===== src/intc_one_regs.svh =====
`ifndef INTC_ONE_REGS_SVH
`define INTC_ONE_REGS_SVH
// Register byte addresses on the Avalon-MM slave.
`define ICO_OFFS_CTRL 4'h0
`define ICO_OFFS_STAT 4'h4
`define ICO_OFFS_MASK 4'h8
`define ICO_OFFS_GLOB 4'hc
// Bit positions inside the control register.
`define ICO_BIT_TIMEBASE0_REQUEST_FLAG 7
`define ICO_BIT_ADF 6
`define ICO_BIT_MULTIFUNC_GROUP2_REQUEST_FLAG 5
`define ICO_BIT_MULTIFUNC_GROUP1_REQUEST_FLAG 4
`define ICO_BIT_TIMEBASE0_IRQ_ENABLE 3
`define ICO_BIT_ADE 2
`define ICO_BIT_MULTIFUNC_GROUP2_IRQ_ENABLE 1
`define ICO_BIT_MULTIFUNC_GROUP1_IRQ_ENABLE 0
`define ICO_CTRL_RESET 8'h00
`define ICO_EVT_RESET 4'h0
`endif


===== src/intc_one_pkg.sv =====
package intc_one_pkg;
  typedef enum logic [1:0] {
    BUS_IDLE,
    BUS_ANSWER
  } bus_state_t;
endpackage


===== src/interrupt_control_register_one.sv =====
// Decided for this implementation: the register offsets and the Avalon-MM slave port.
`timescale 1ns/1ps
`include "intc_one_regs.svh"

// What this block does
// - Bit 7 is time base 0 request flag.
// - Converter flag bit 6, enable bit 2, optional.
// - Bit 5 is group 2 request flag.
// - Bit 3 enables time base 0 interrupt.
// - Bit 1 enables group 2 interrupt.
// - Bits 4/0 group 1 only with timer 2.
// - Event sets flag; request needs enable too.
// - Global enable low suppresses the four request outputs; irq is not gated by it.
module interrupt_control_register_one #(
  parameter bit HAS_CONVERTER = 1'b1,
  parameter bit HAS_GROUP1 = 1'b1
) (
  input wire logic clk,
  input wire logic rst_n,
  input wire logic clk_en,
  input wire logic [3:0] avs_address,
  input wire logic avs_read,
  input wire logic avs_write,
  input wire logic [31:0] avs_writedata,
  input wire logic [3:0] avs_byteenable,
  output logic [31:0] avs_readdata,
  output logic avs_waitrequest,
  input wire logic timebase0_event,
  input wire logic conversion_event,
  input wire logic multifunc_group2_event,
  input wire logic multifunc_group1_event,
  output logic timebase0_irq_req,
  output logic conversion_irq_req,
  output logic multifunc_group2_irq_req,
  output logic multifunc_group1_irq_req,
  output logic irq
);

  ////////////////////////////////////////////////////////////////////////////
  // Implemented-bit mask of the control register, set by the variant.
  localparam logic [7:0] IMPL_MASK = {1'b1, HAS_CONVERTER, 1'b1, HAS_GROUP1,
                                      1'b1, HAS_CONVERTER, 1'b1, HAS_GROUP1};

  // Maps the four event inputs onto their flag positions.
  function automatic logic [7:0] flag_vec(input logic [3:0] ev);
    flag_vec = 8'h00;
    flag_vec[`ICO_BIT_TIMEBASE0_REQUEST_FLAG] = ev[3];
    flag_vec[`ICO_BIT_ADF] = ev[2];
    flag_vec[`ICO_BIT_MULTIFUNC_GROUP2_REQUEST_FLAG] = ev[1];
    flag_vec[`ICO_BIT_MULTIFUNC_GROUP1_REQUEST_FLAG] = ev[0];
  endfunction

  intc_one_pkg::bus_state_t bus_reg, bus_next;
  logic [7:0] ctrl_reg, ctrl_next;
  logic [3:0] stat_reg, stat_next;
  logic [3:0] mask_reg, mask_next;
  logic glob_reg, glob_next;
  logic [31:0] rdata_reg, rdata_next;
  logic [3:0] events;
  logic [3:0] req_vec;
  logic wr_hit;

  assign events = {timebase0_event, conversion_event, multifunc_group2_event, multifunc_group1_event};
  // A write lands at the edge where waitrequest is low, the same edge at which the master lets go.
  assign wr_hit = (bus_reg == intc_one_pkg::BUS_ANSWER) && clk_en && avs_write && avs_byteenable[0];

  ////////////////////////////////////////////////////////////////////////////
  // Avalon slave: each access answers one clock-enabled cycle after it is presented.
  always_comb
  begin
    bus_next = bus_reg;
    rdata_next = rdata_reg;
    case (bus_reg)
      intc_one_pkg::BUS_IDLE:
      begin
        if (avs_read || avs_write)
        begin
          bus_next = intc_one_pkg::BUS_ANSWER;
        end
        if (avs_read)
        begin
          if (avs_address == `ICO_OFFS_CTRL)
          begin
            rdata_next = {24'h000000, ctrl_reg};
          end
          else if (avs_address == `ICO_OFFS_STAT)
          begin
            rdata_next = {28'h0000000, stat_reg};
          end
          else if (avs_address == `ICO_OFFS_MASK)
          begin
            rdata_next = {28'h0000000, mask_reg};
          end
          else if (avs_address == `ICO_OFFS_GLOB)
          begin
            rdata_next = {31'h00000000, glob_reg};
          end
          else
          begin
            rdata_next = 32'h00000000;
          end
        end
      end
      default:
      begin
        bus_next = intc_one_pkg::BUS_IDLE;
      end
    endcase
  end

  // A frozen slave keeps the master waiting, so no access can slip past a stopped clock enable.
  assign avs_waitrequest = (avs_read || avs_write) && !((bus_reg == intc_one_pkg::BUS_ANSWER) && clk_en);
  assign avs_readdata = rdata_reg;

  ////////////////////////////////////////////////////////////////////////////
  // Register state; hardware set wins over a software clear.
  always_comb
  begin
    ctrl_next = ctrl_reg;
    stat_next = stat_reg;
    mask_next = mask_reg;
    glob_next = glob_reg;
    if (wr_hit && avs_address == `ICO_OFFS_CTRL)
    begin
      ctrl_next = avs_writedata[7:0];
    end
    if (wr_hit && avs_address == `ICO_OFFS_STAT)
    begin
      stat_next = stat_reg & ~avs_writedata[3:0];
    end
    if (wr_hit && avs_address == `ICO_OFFS_MASK)
    begin
      mask_next = avs_writedata[3:0];
    end
    if (wr_hit && avs_address == `ICO_OFFS_GLOB)
    begin
      glob_next = avs_writedata[0];
    end
    ctrl_next = (ctrl_next | flag_vec(events)) & IMPL_MASK;
    stat_next = stat_next | (events & {1'b1, HAS_CONVERTER, 1'b1, HAS_GROUP1});
  end

  always_ff @(posedge clk)
  begin
    if (!rst_n)
    begin
      bus_reg <= intc_one_pkg::BUS_IDLE;
      rdata_reg <= 32'h00000000;
      ctrl_reg <= `ICO_CTRL_RESET;
      stat_reg <= `ICO_EVT_RESET;
      mask_reg <= `ICO_EVT_RESET;
      glob_reg <= 1'b0;
    end
    else if (clk_en)
    begin
      bus_reg <= bus_next;
      rdata_reg <= rdata_next;
      ctrl_reg <= ctrl_next;
      stat_reg <= stat_next;
      mask_reg <= mask_next;
      glob_reg <= glob_next;
    end
  end

  ////////////////////////////////////////////////////////////////////////////
  // Requests toward the vectoring logic.
  assign req_vec[3] = ctrl_reg[`ICO_BIT_TIMEBASE0_REQUEST_FLAG] & ctrl_reg[`ICO_BIT_TIMEBASE0_IRQ_ENABLE];
  assign req_vec[2] = ctrl_reg[`ICO_BIT_ADF] & ctrl_reg[`ICO_BIT_ADE];
  assign req_vec[1] = ctrl_reg[`ICO_BIT_MULTIFUNC_GROUP2_REQUEST_FLAG] & ctrl_reg[`ICO_BIT_MULTIFUNC_GROUP2_IRQ_ENABLE];
  assign req_vec[0] = ctrl_reg[`ICO_BIT_MULTIFUNC_GROUP1_REQUEST_FLAG] & ctrl_reg[`ICO_BIT_MULTIFUNC_GROUP1_IRQ_ENABLE];
  assign timebase0_irq_req = glob_reg & req_vec[3];
  assign conversion_irq_req = glob_reg & req_vec[2];
  assign multifunc_group2_irq_req = glob_reg & req_vec[1];
  assign multifunc_group1_irq_req = glob_reg & req_vec[0];
  assign irq = |(stat_reg & mask_reg);
endmodule


===== config.mk =====
export PLATFORM = sky130hd
export DESIGN_NAME = interrupt_control_register_one
export DESIGN_NICKNAME = d
export VERILOG_FILES = /design/src/intc_one_pkg.sv /design/src/interrupt_control_register_one.sv
export VERILOG_INCLUDE_DIRS = /design/src
export SDC_FILE = /design/constraint.sdc
export NUM_CORES = 1
export LEC_CHECK = 0
export BUFFER_PORTS_ARGS = -buffer_cell sky130_fd_sc_hd__buf_2
export CAP_MARGIN = 20
export CORE_UTILIZATION = 40
export CTS_BUF_LIST = sky130_fd_sc_hd__clkbuf_16
export CTS_CLUSTER_SIZE = 20
export DETAILED_ROUTE_END_ITERATION = 8
export PLACE_DENSITY = 0.75
export SLEW_MARGIN = 20
export SYNTH_ARGS = -nofsm -noshare
export SYNTH_HDL_FRONTEND = slang
export SYNTH_SLANG_ARGS = --single-unit

===== constraint.sdc =====
create_clock -name clk -period 2.25 [get_ports clk]
set_clock_uncertainty 0.15 [all_clocks]
set_input_delay 0.3375 -clock clk [delete_from_list [all_inputs] [get_ports clk]]
set_output_delay 0.3375 -clock clk [all_outputs]
set_load 0.02 [all_outputs]

; After elaboration in Yosys (flattened, before gate mapping)
; Index checks and enable logic that the tools add are counted.
[word_totals]
out_inout_bits = 38
ff_bits = 51
wordCells = 49
ramBits = 0
latchBits = 0
mem_count = 0
rom_bits = 0
[classes]
bitwise = 13
div = 0
n_mux = 8
n_eq_ne = 5
n_shift = 0
add_sub_neg = 0
n_mul = 0
order_cmp = 0
n_reduce_logical = 17
[ops]
columns = op, n
row1 = two-way mux 8 bit, 2
row2 = two-way mux 4 bit, 3
row3 = AND 1 bit, 8
row4 = AND 4 bit, 2
row5 = == test 4 bit (second input constant), 2
row6 = logical AND 1 bit, 8
row7 = OR 8 bit, 1
row8 = AND reduction 2 bit, 3
row9 = == test 4 x 3 -> 1 bit (second input constant), 1
row10 = zero test 4 bit, 1
row11 = two-way mux 2 bit, 2
row12 = NOT 4 bit, 1
row13 = OR 4 bit, 1
row14 = OR reduction 4 bit, 1
row15 = AND reduction 3 bit, 1
row16 = == test 2 x 1 -> 1 bit (second input constant), 1
row17 = zero test 2 bit, 1
row18 = != test 2 bit (second input constant), 1
row19 = zero test 1 bit, 1
row20 = logical OR 1 bit, 1
row21 = two-way mux 1 bit, 1

; Depth between registers and ports, before layout
[logic_depth]
word_depth = 7
ltp_mapped = 5

; Worst setup path after synthesis
; OpenSTA, ideal clock, no wires.
[synth_path]
path_type = input -> register
startpoint = in avs_address[1]
endpoint = reg ctrl_reg[7]
slack_ps = 666
required_time_ps = 1967
t_arrival_ps = 1302
cell_stages = 5
path_cell_list = buf_6 or4_1 buf_2 o21ai_1 a31oi_1
[synth_between]
elab_chain_cells = 4
[synth_rtl]
columns = element, line_no
row1 = from (decl), interrupt_control_register_one.sv:21  ; input wire logic [3:0] avs_address,
row2 = zero test 4 bit (no source line), -
row3 = logical AND 1 bit (no source line), -
row4 = two-way mux 8 bit, interrupt_control_register_one.sv:123  ; if (wr_hit && avs_address == `ICO_OFFS_CTRL)
row5 = OR 8 bit, interrupt_control_register_one.sv:139  ; ctrl_next = (ctrl_next | flag_vec(events)) & IMPL_MASK;
row6 = to (signal assigned), interrupt_control_register_one.sv:149  ; ctrl_reg <= `ICO_CTRL_RESET;
row7 = to (signal assigned), interrupt_control_register_one.sv:158  ; ctrl_reg <= ctrl_next;
row8 = to (decl), interrupt_control_register_one.sv:54  ; logic [7:0] ctrl_reg, ctrl_next;
; Every way passes these cells.
; A chain may end at the register's enable or synchronous reset.

; Worst setup path in the final report
[layout_path]
startpoint = reg glob_reg
endpoint = out multifunc_group1_irq_req
[layout_between]
elab_chain_cells = 1
[layout_rtl]
columns = element, line_no
row1 = from (decl), interrupt_control_register_one.sv:57  ; logic glob_reg, glob_next;
row2 = from (signal assigned), interrupt_control_register_one.sv:161  ; glob_reg <= glob_next;
row3 = AND 1 bit, interrupt_control_register_one.sv:174  ; assign multifunc_group1_irq_req = glob_reg & req_vec[0];
row4 = to (decl), interrupt_control_register_one.sv:35  ; output logic multifunc_group1_irq_req,
; Every way passes these cells.

==> results summary <==
The post-synthesis area per instance came out at 8.58 sq um. STA classifies the critical path startpoint as a flip-flop. The static leakage came out at 0.689 nW. The library cell used most frequently in the layout, excluding fill and tap cells, is sky130_fd_sc_hd__buf_2. The clock latency on the worst-skew pair came out at 0.26 ns. The signal on the critical path passes through and3_1, buf_2.

The CTS tree is done. The critical path data arrival time is 1.09 ns. The tree built by TritonCTS fans out to 26 sinks. The fraction of the cycle the final worst path needs is 0.700.

The worst setup path is captured at a primary output. In the global route stage, overall resource usage came out at 0.169. The die width came out at 62.5 microns. The worst hold path belongs to the class input pin to flip-flop. The run finished with clean final reports. The cell row count came out at 21. The final non-filler cell area is 0.00166 sq mm.

From synthesis to final layout, the design area changed by 13.1%. The peak fanout along the critical path came out at 6. The post-detailed-route count of antenna-violating nets came out at 0. The HPWL reported at the end of detailed placement is 2410 microns. In the layout the commonest cells are sky130_fd_sc_hd__buf_2, sky130_fd_sc_hd__dfxtp_1, sky130_fd_sc_hd__conb_1, sky130_fd_sc_hd__nand2_1, sky130_fd_sc_hd__a21oi_1.

The worst supply voltage drop on vdd came out at 402 uV. Dividing the detail-routed wire length by the instance count gives 13.0 microns. The violation count after the first detailed-routing iteration came out at 71. The largest individual stage delay along the critical path comes from the cell sky130_fd_sc_hd__dfxtp_1. Among cell families on the critical path, the largest total delay comes from flip-flops. Of the cells placed in the final design, the portion with a size suffix greater than 1 is 0.236. The number of placed I/O pins came out at 87.

The overall power came out at 1.14 mW. The number of buffers added for setup after CTS came out at 0. The first-pass iteration count of the detailed router came out at 4.

Setup repair after global routing left no endpoint under its margin. The number of buffers on the longest clock path is 2. The via count of the first global-routing pass is 1111. The final weighted congestion of routability-driven global placement is 0.825. The number of maximum-capacitance violations is 0. The die outline area came out at 0.00391 sq mm.

The total standard cell area after synthesis came out at 0.00147 sq mm. The count of buffers from port buffering is 35. The number of remaining DRC errors came out at 0.

Dividing total power by cell area gives a power density of 687 mW/mm^2. For this run the aggregate overflow at the end of global routing stands at 0. The tightest hold margin is 0.158 ns. By startpoint and endpoint, the worst setup path is classified as flip-flop to primary output.

At the worst endpoint, the required time is 1.76 ns. The number of placed instances with taps included is 241. The number of instances resized during post-cts repair came out at 0. Yosys printed 0 warnings. Setup violations remaining at the end of the flow were counted as 0. The register bit count reported by yosys came out at 26. The count of hold-fix buffers inserted at cts is 0. The number of max-slew violations in the final report is 0.

The final cell count without fillers is 245. The total inserted antenna cells is 0. The worst path in the final design needs a cycle of 1.58 ns, including I/O delays and setup. For this run, the register share of the synthesized area comes to 0.355.

The area of the placeable core is 0.00342 sq mm. Counting both buffers and inverters, the worst setup path holds a total of 1. Across all layers, the routed design uses 1284 vias. The instance area after placement came out at 0.00155 sq mm.

The final wirelength is 3190 microns. The H-tree depth is 1. From bottom edge to top edge, the die measures 62.5 microns. Synthesis produced 171 cells. Clock tree synthesis inserted a total of 3 buffers. The vias per cell is 5.24. The wire length of the first global-routing pass came out at 5310 microns. The pin count of the biggest net entering global routing came out at 18. The net total in the final layout is 249. The maximum achievable frequency is 0.635 GHz.

The number of antenna violations at the first check in global routing is 0. On the worst path, the slowest cell contributes a delay of 0.44 ns. The final hold violation count is 0. Clock tree synthesis selected as its root buffer the cell sky130_fd_sc_hd__clkbuf_16.

For this configuration, the core starts out at a cell density of 0.429. Setup total negative slack on the finished layout was measured at 0 ns. The distinct cell type count after synthesis came out at 36. The clock transition time at the flip-flop clock pins of the worst setup and hold paths came out at 0.06 ns.
cells in the mapped netlist:
cell                       count  area share
sky130_fd_sc_hd__a21oi_1      15       0.051
sky130_fd_sc_hd__a22oi_1       2       0.010
sky130_fd_sc_hd__a311oi_1      4       0.024
sky130_fd_sc_hd__a31oi_1       4       0.017
sky130_fd_sc_hd__a32o_1        3       0.020
sky130_fd_sc_hd__a32oi_1       1      0.0060
sky130_fd_sc_hd__and2_4        1      0.0060
sky130_fd_sc_hd__and3_1        5       0.021
sky130_fd_sc_hd__and3b_1       1      0.0060
sky130_fd_sc_hd__and4_1        1      0.0060
sky130_fd_sc_hd__buf_1         2      0.0051
sky130_fd_sc_hd__buf_2         6       0.020
sky130_fd_sc_hd__buf_4        24        0.12
sky130_fd_sc_hd__buf_6         2       0.015
sky130_fd_sc_hd__clkbuf_1      2      0.0051
sky130_fd_sc_hd__clkinv_1      1      0.0026
sky130_fd_sc_hd__conb_1        1      0.0026
sky130_fd_sc_hd__dfxtp_1      26        0.35
sky130_fd_sc_hd__inv_1         3      0.0077
sky130_fd_sc_hd__mux2_2        2       0.015
sky130_fd_sc_hd__mux2i_1       5       0.034
sky130_fd_sc_hd__nand2_1      17       0.044
sky130_fd_sc_hd__nand2b_1      1      0.0043
sky130_fd_sc_hd__nand3_1       8       0.027
sky130_fd_sc_hd__nand3b_1      1      0.0051
sky130_fd_sc_hd__nand4_1       6       0.026
sky130_fd_sc_hd__nand4_4       1       0.015
sky130_fd_sc_hd__nor2_1        3      0.0077
sky130_fd_sc_hd__nor2b_1       3       0.013
sky130_fd_sc_hd__nor4_1        3       0.013
sky130_fd_sc_hd__nor4_4        2       0.029
sky130_fd_sc_hd__nor4b_1       1      0.0060
sky130_fd_sc_hd__o21ai_0       2      0.0068
sky130_fd_sc_hd__o21ai_1       8       0.027
sky130_fd_sc_hd__o32ai_1       3       0.018
sky130_fd_sc_hd__or4_1         1      0.0051
cell type report:
cell class	instances	area (sq um)
well taps	46	57.6
clock inverters	1	30.0
repair buffers	37	190
flip-flops and latches	26	520
clock buffers	3	75.1
fillers	352	1760
multi-input cells	128	769
inverters	4	15.0
power breakdown:
part           leakage [nW]  internal (mW)  switching, mW
Clock                0.0511          0.354          0.159
Sequential            0.212          0.473         0.0114
Combinational         0.426         0.0400          0.101
Total                 0.689          0.867          0.271
logic make-up after synthesis:
group	after synthesis	synth area share
mux	7	0.0495
compound gates	42	0.181
other cells	1	0.00256
buf+inv	40	0.179
simple gates	55	0.233
flops	26	0.355
final timing paths:
| kind | from | endpoint | slack [ns] | cells after the start |
|---|---|---|---|---|
| min | avs_writedata[0] | stat_reg[0]$_SDFFE_PN0P_ | 0.16 | 2 |
| max reg2reg | bus_reg[0]$_SDFFE_PN0P_ | mask_reg[2]$_SDFFE_PN0P_ | 0.71 | 3 |
| max | glob_reg$_SDFFE_PN0P_ | multifunc_group1_irq_req | 0.67 | 2 |
| min reg2reg | avs_readdata[7]$_SDFFE_PN0P_ | avs_readdata[7]$_SDFFE_PN0P_ | 0.30 | 2 |
routing by layer:
layer	global-route usage	up-vias	wire, microns
li1	-	635	-
met1	0.236	584	1420
met2	0.265	60	1480
met3	0.0383	5	252
met4	0.0349	0	27
met5	0	-	0
per-stage QoR:
| stage | util | worst slack, ns |
|---|---|---|
| final | 0.485 | 0.674 |
| after detailed placement | 0.455 | 0.486 |
| after global routing | 0.485 | 0.591 |
| after CTS | 0.485 | 0.687 |
| after floorplan | - | 0.666 |
| after global placement | 0.455 | 0.486 |
No activity file was read; power rests on OpenSTA's default activity.
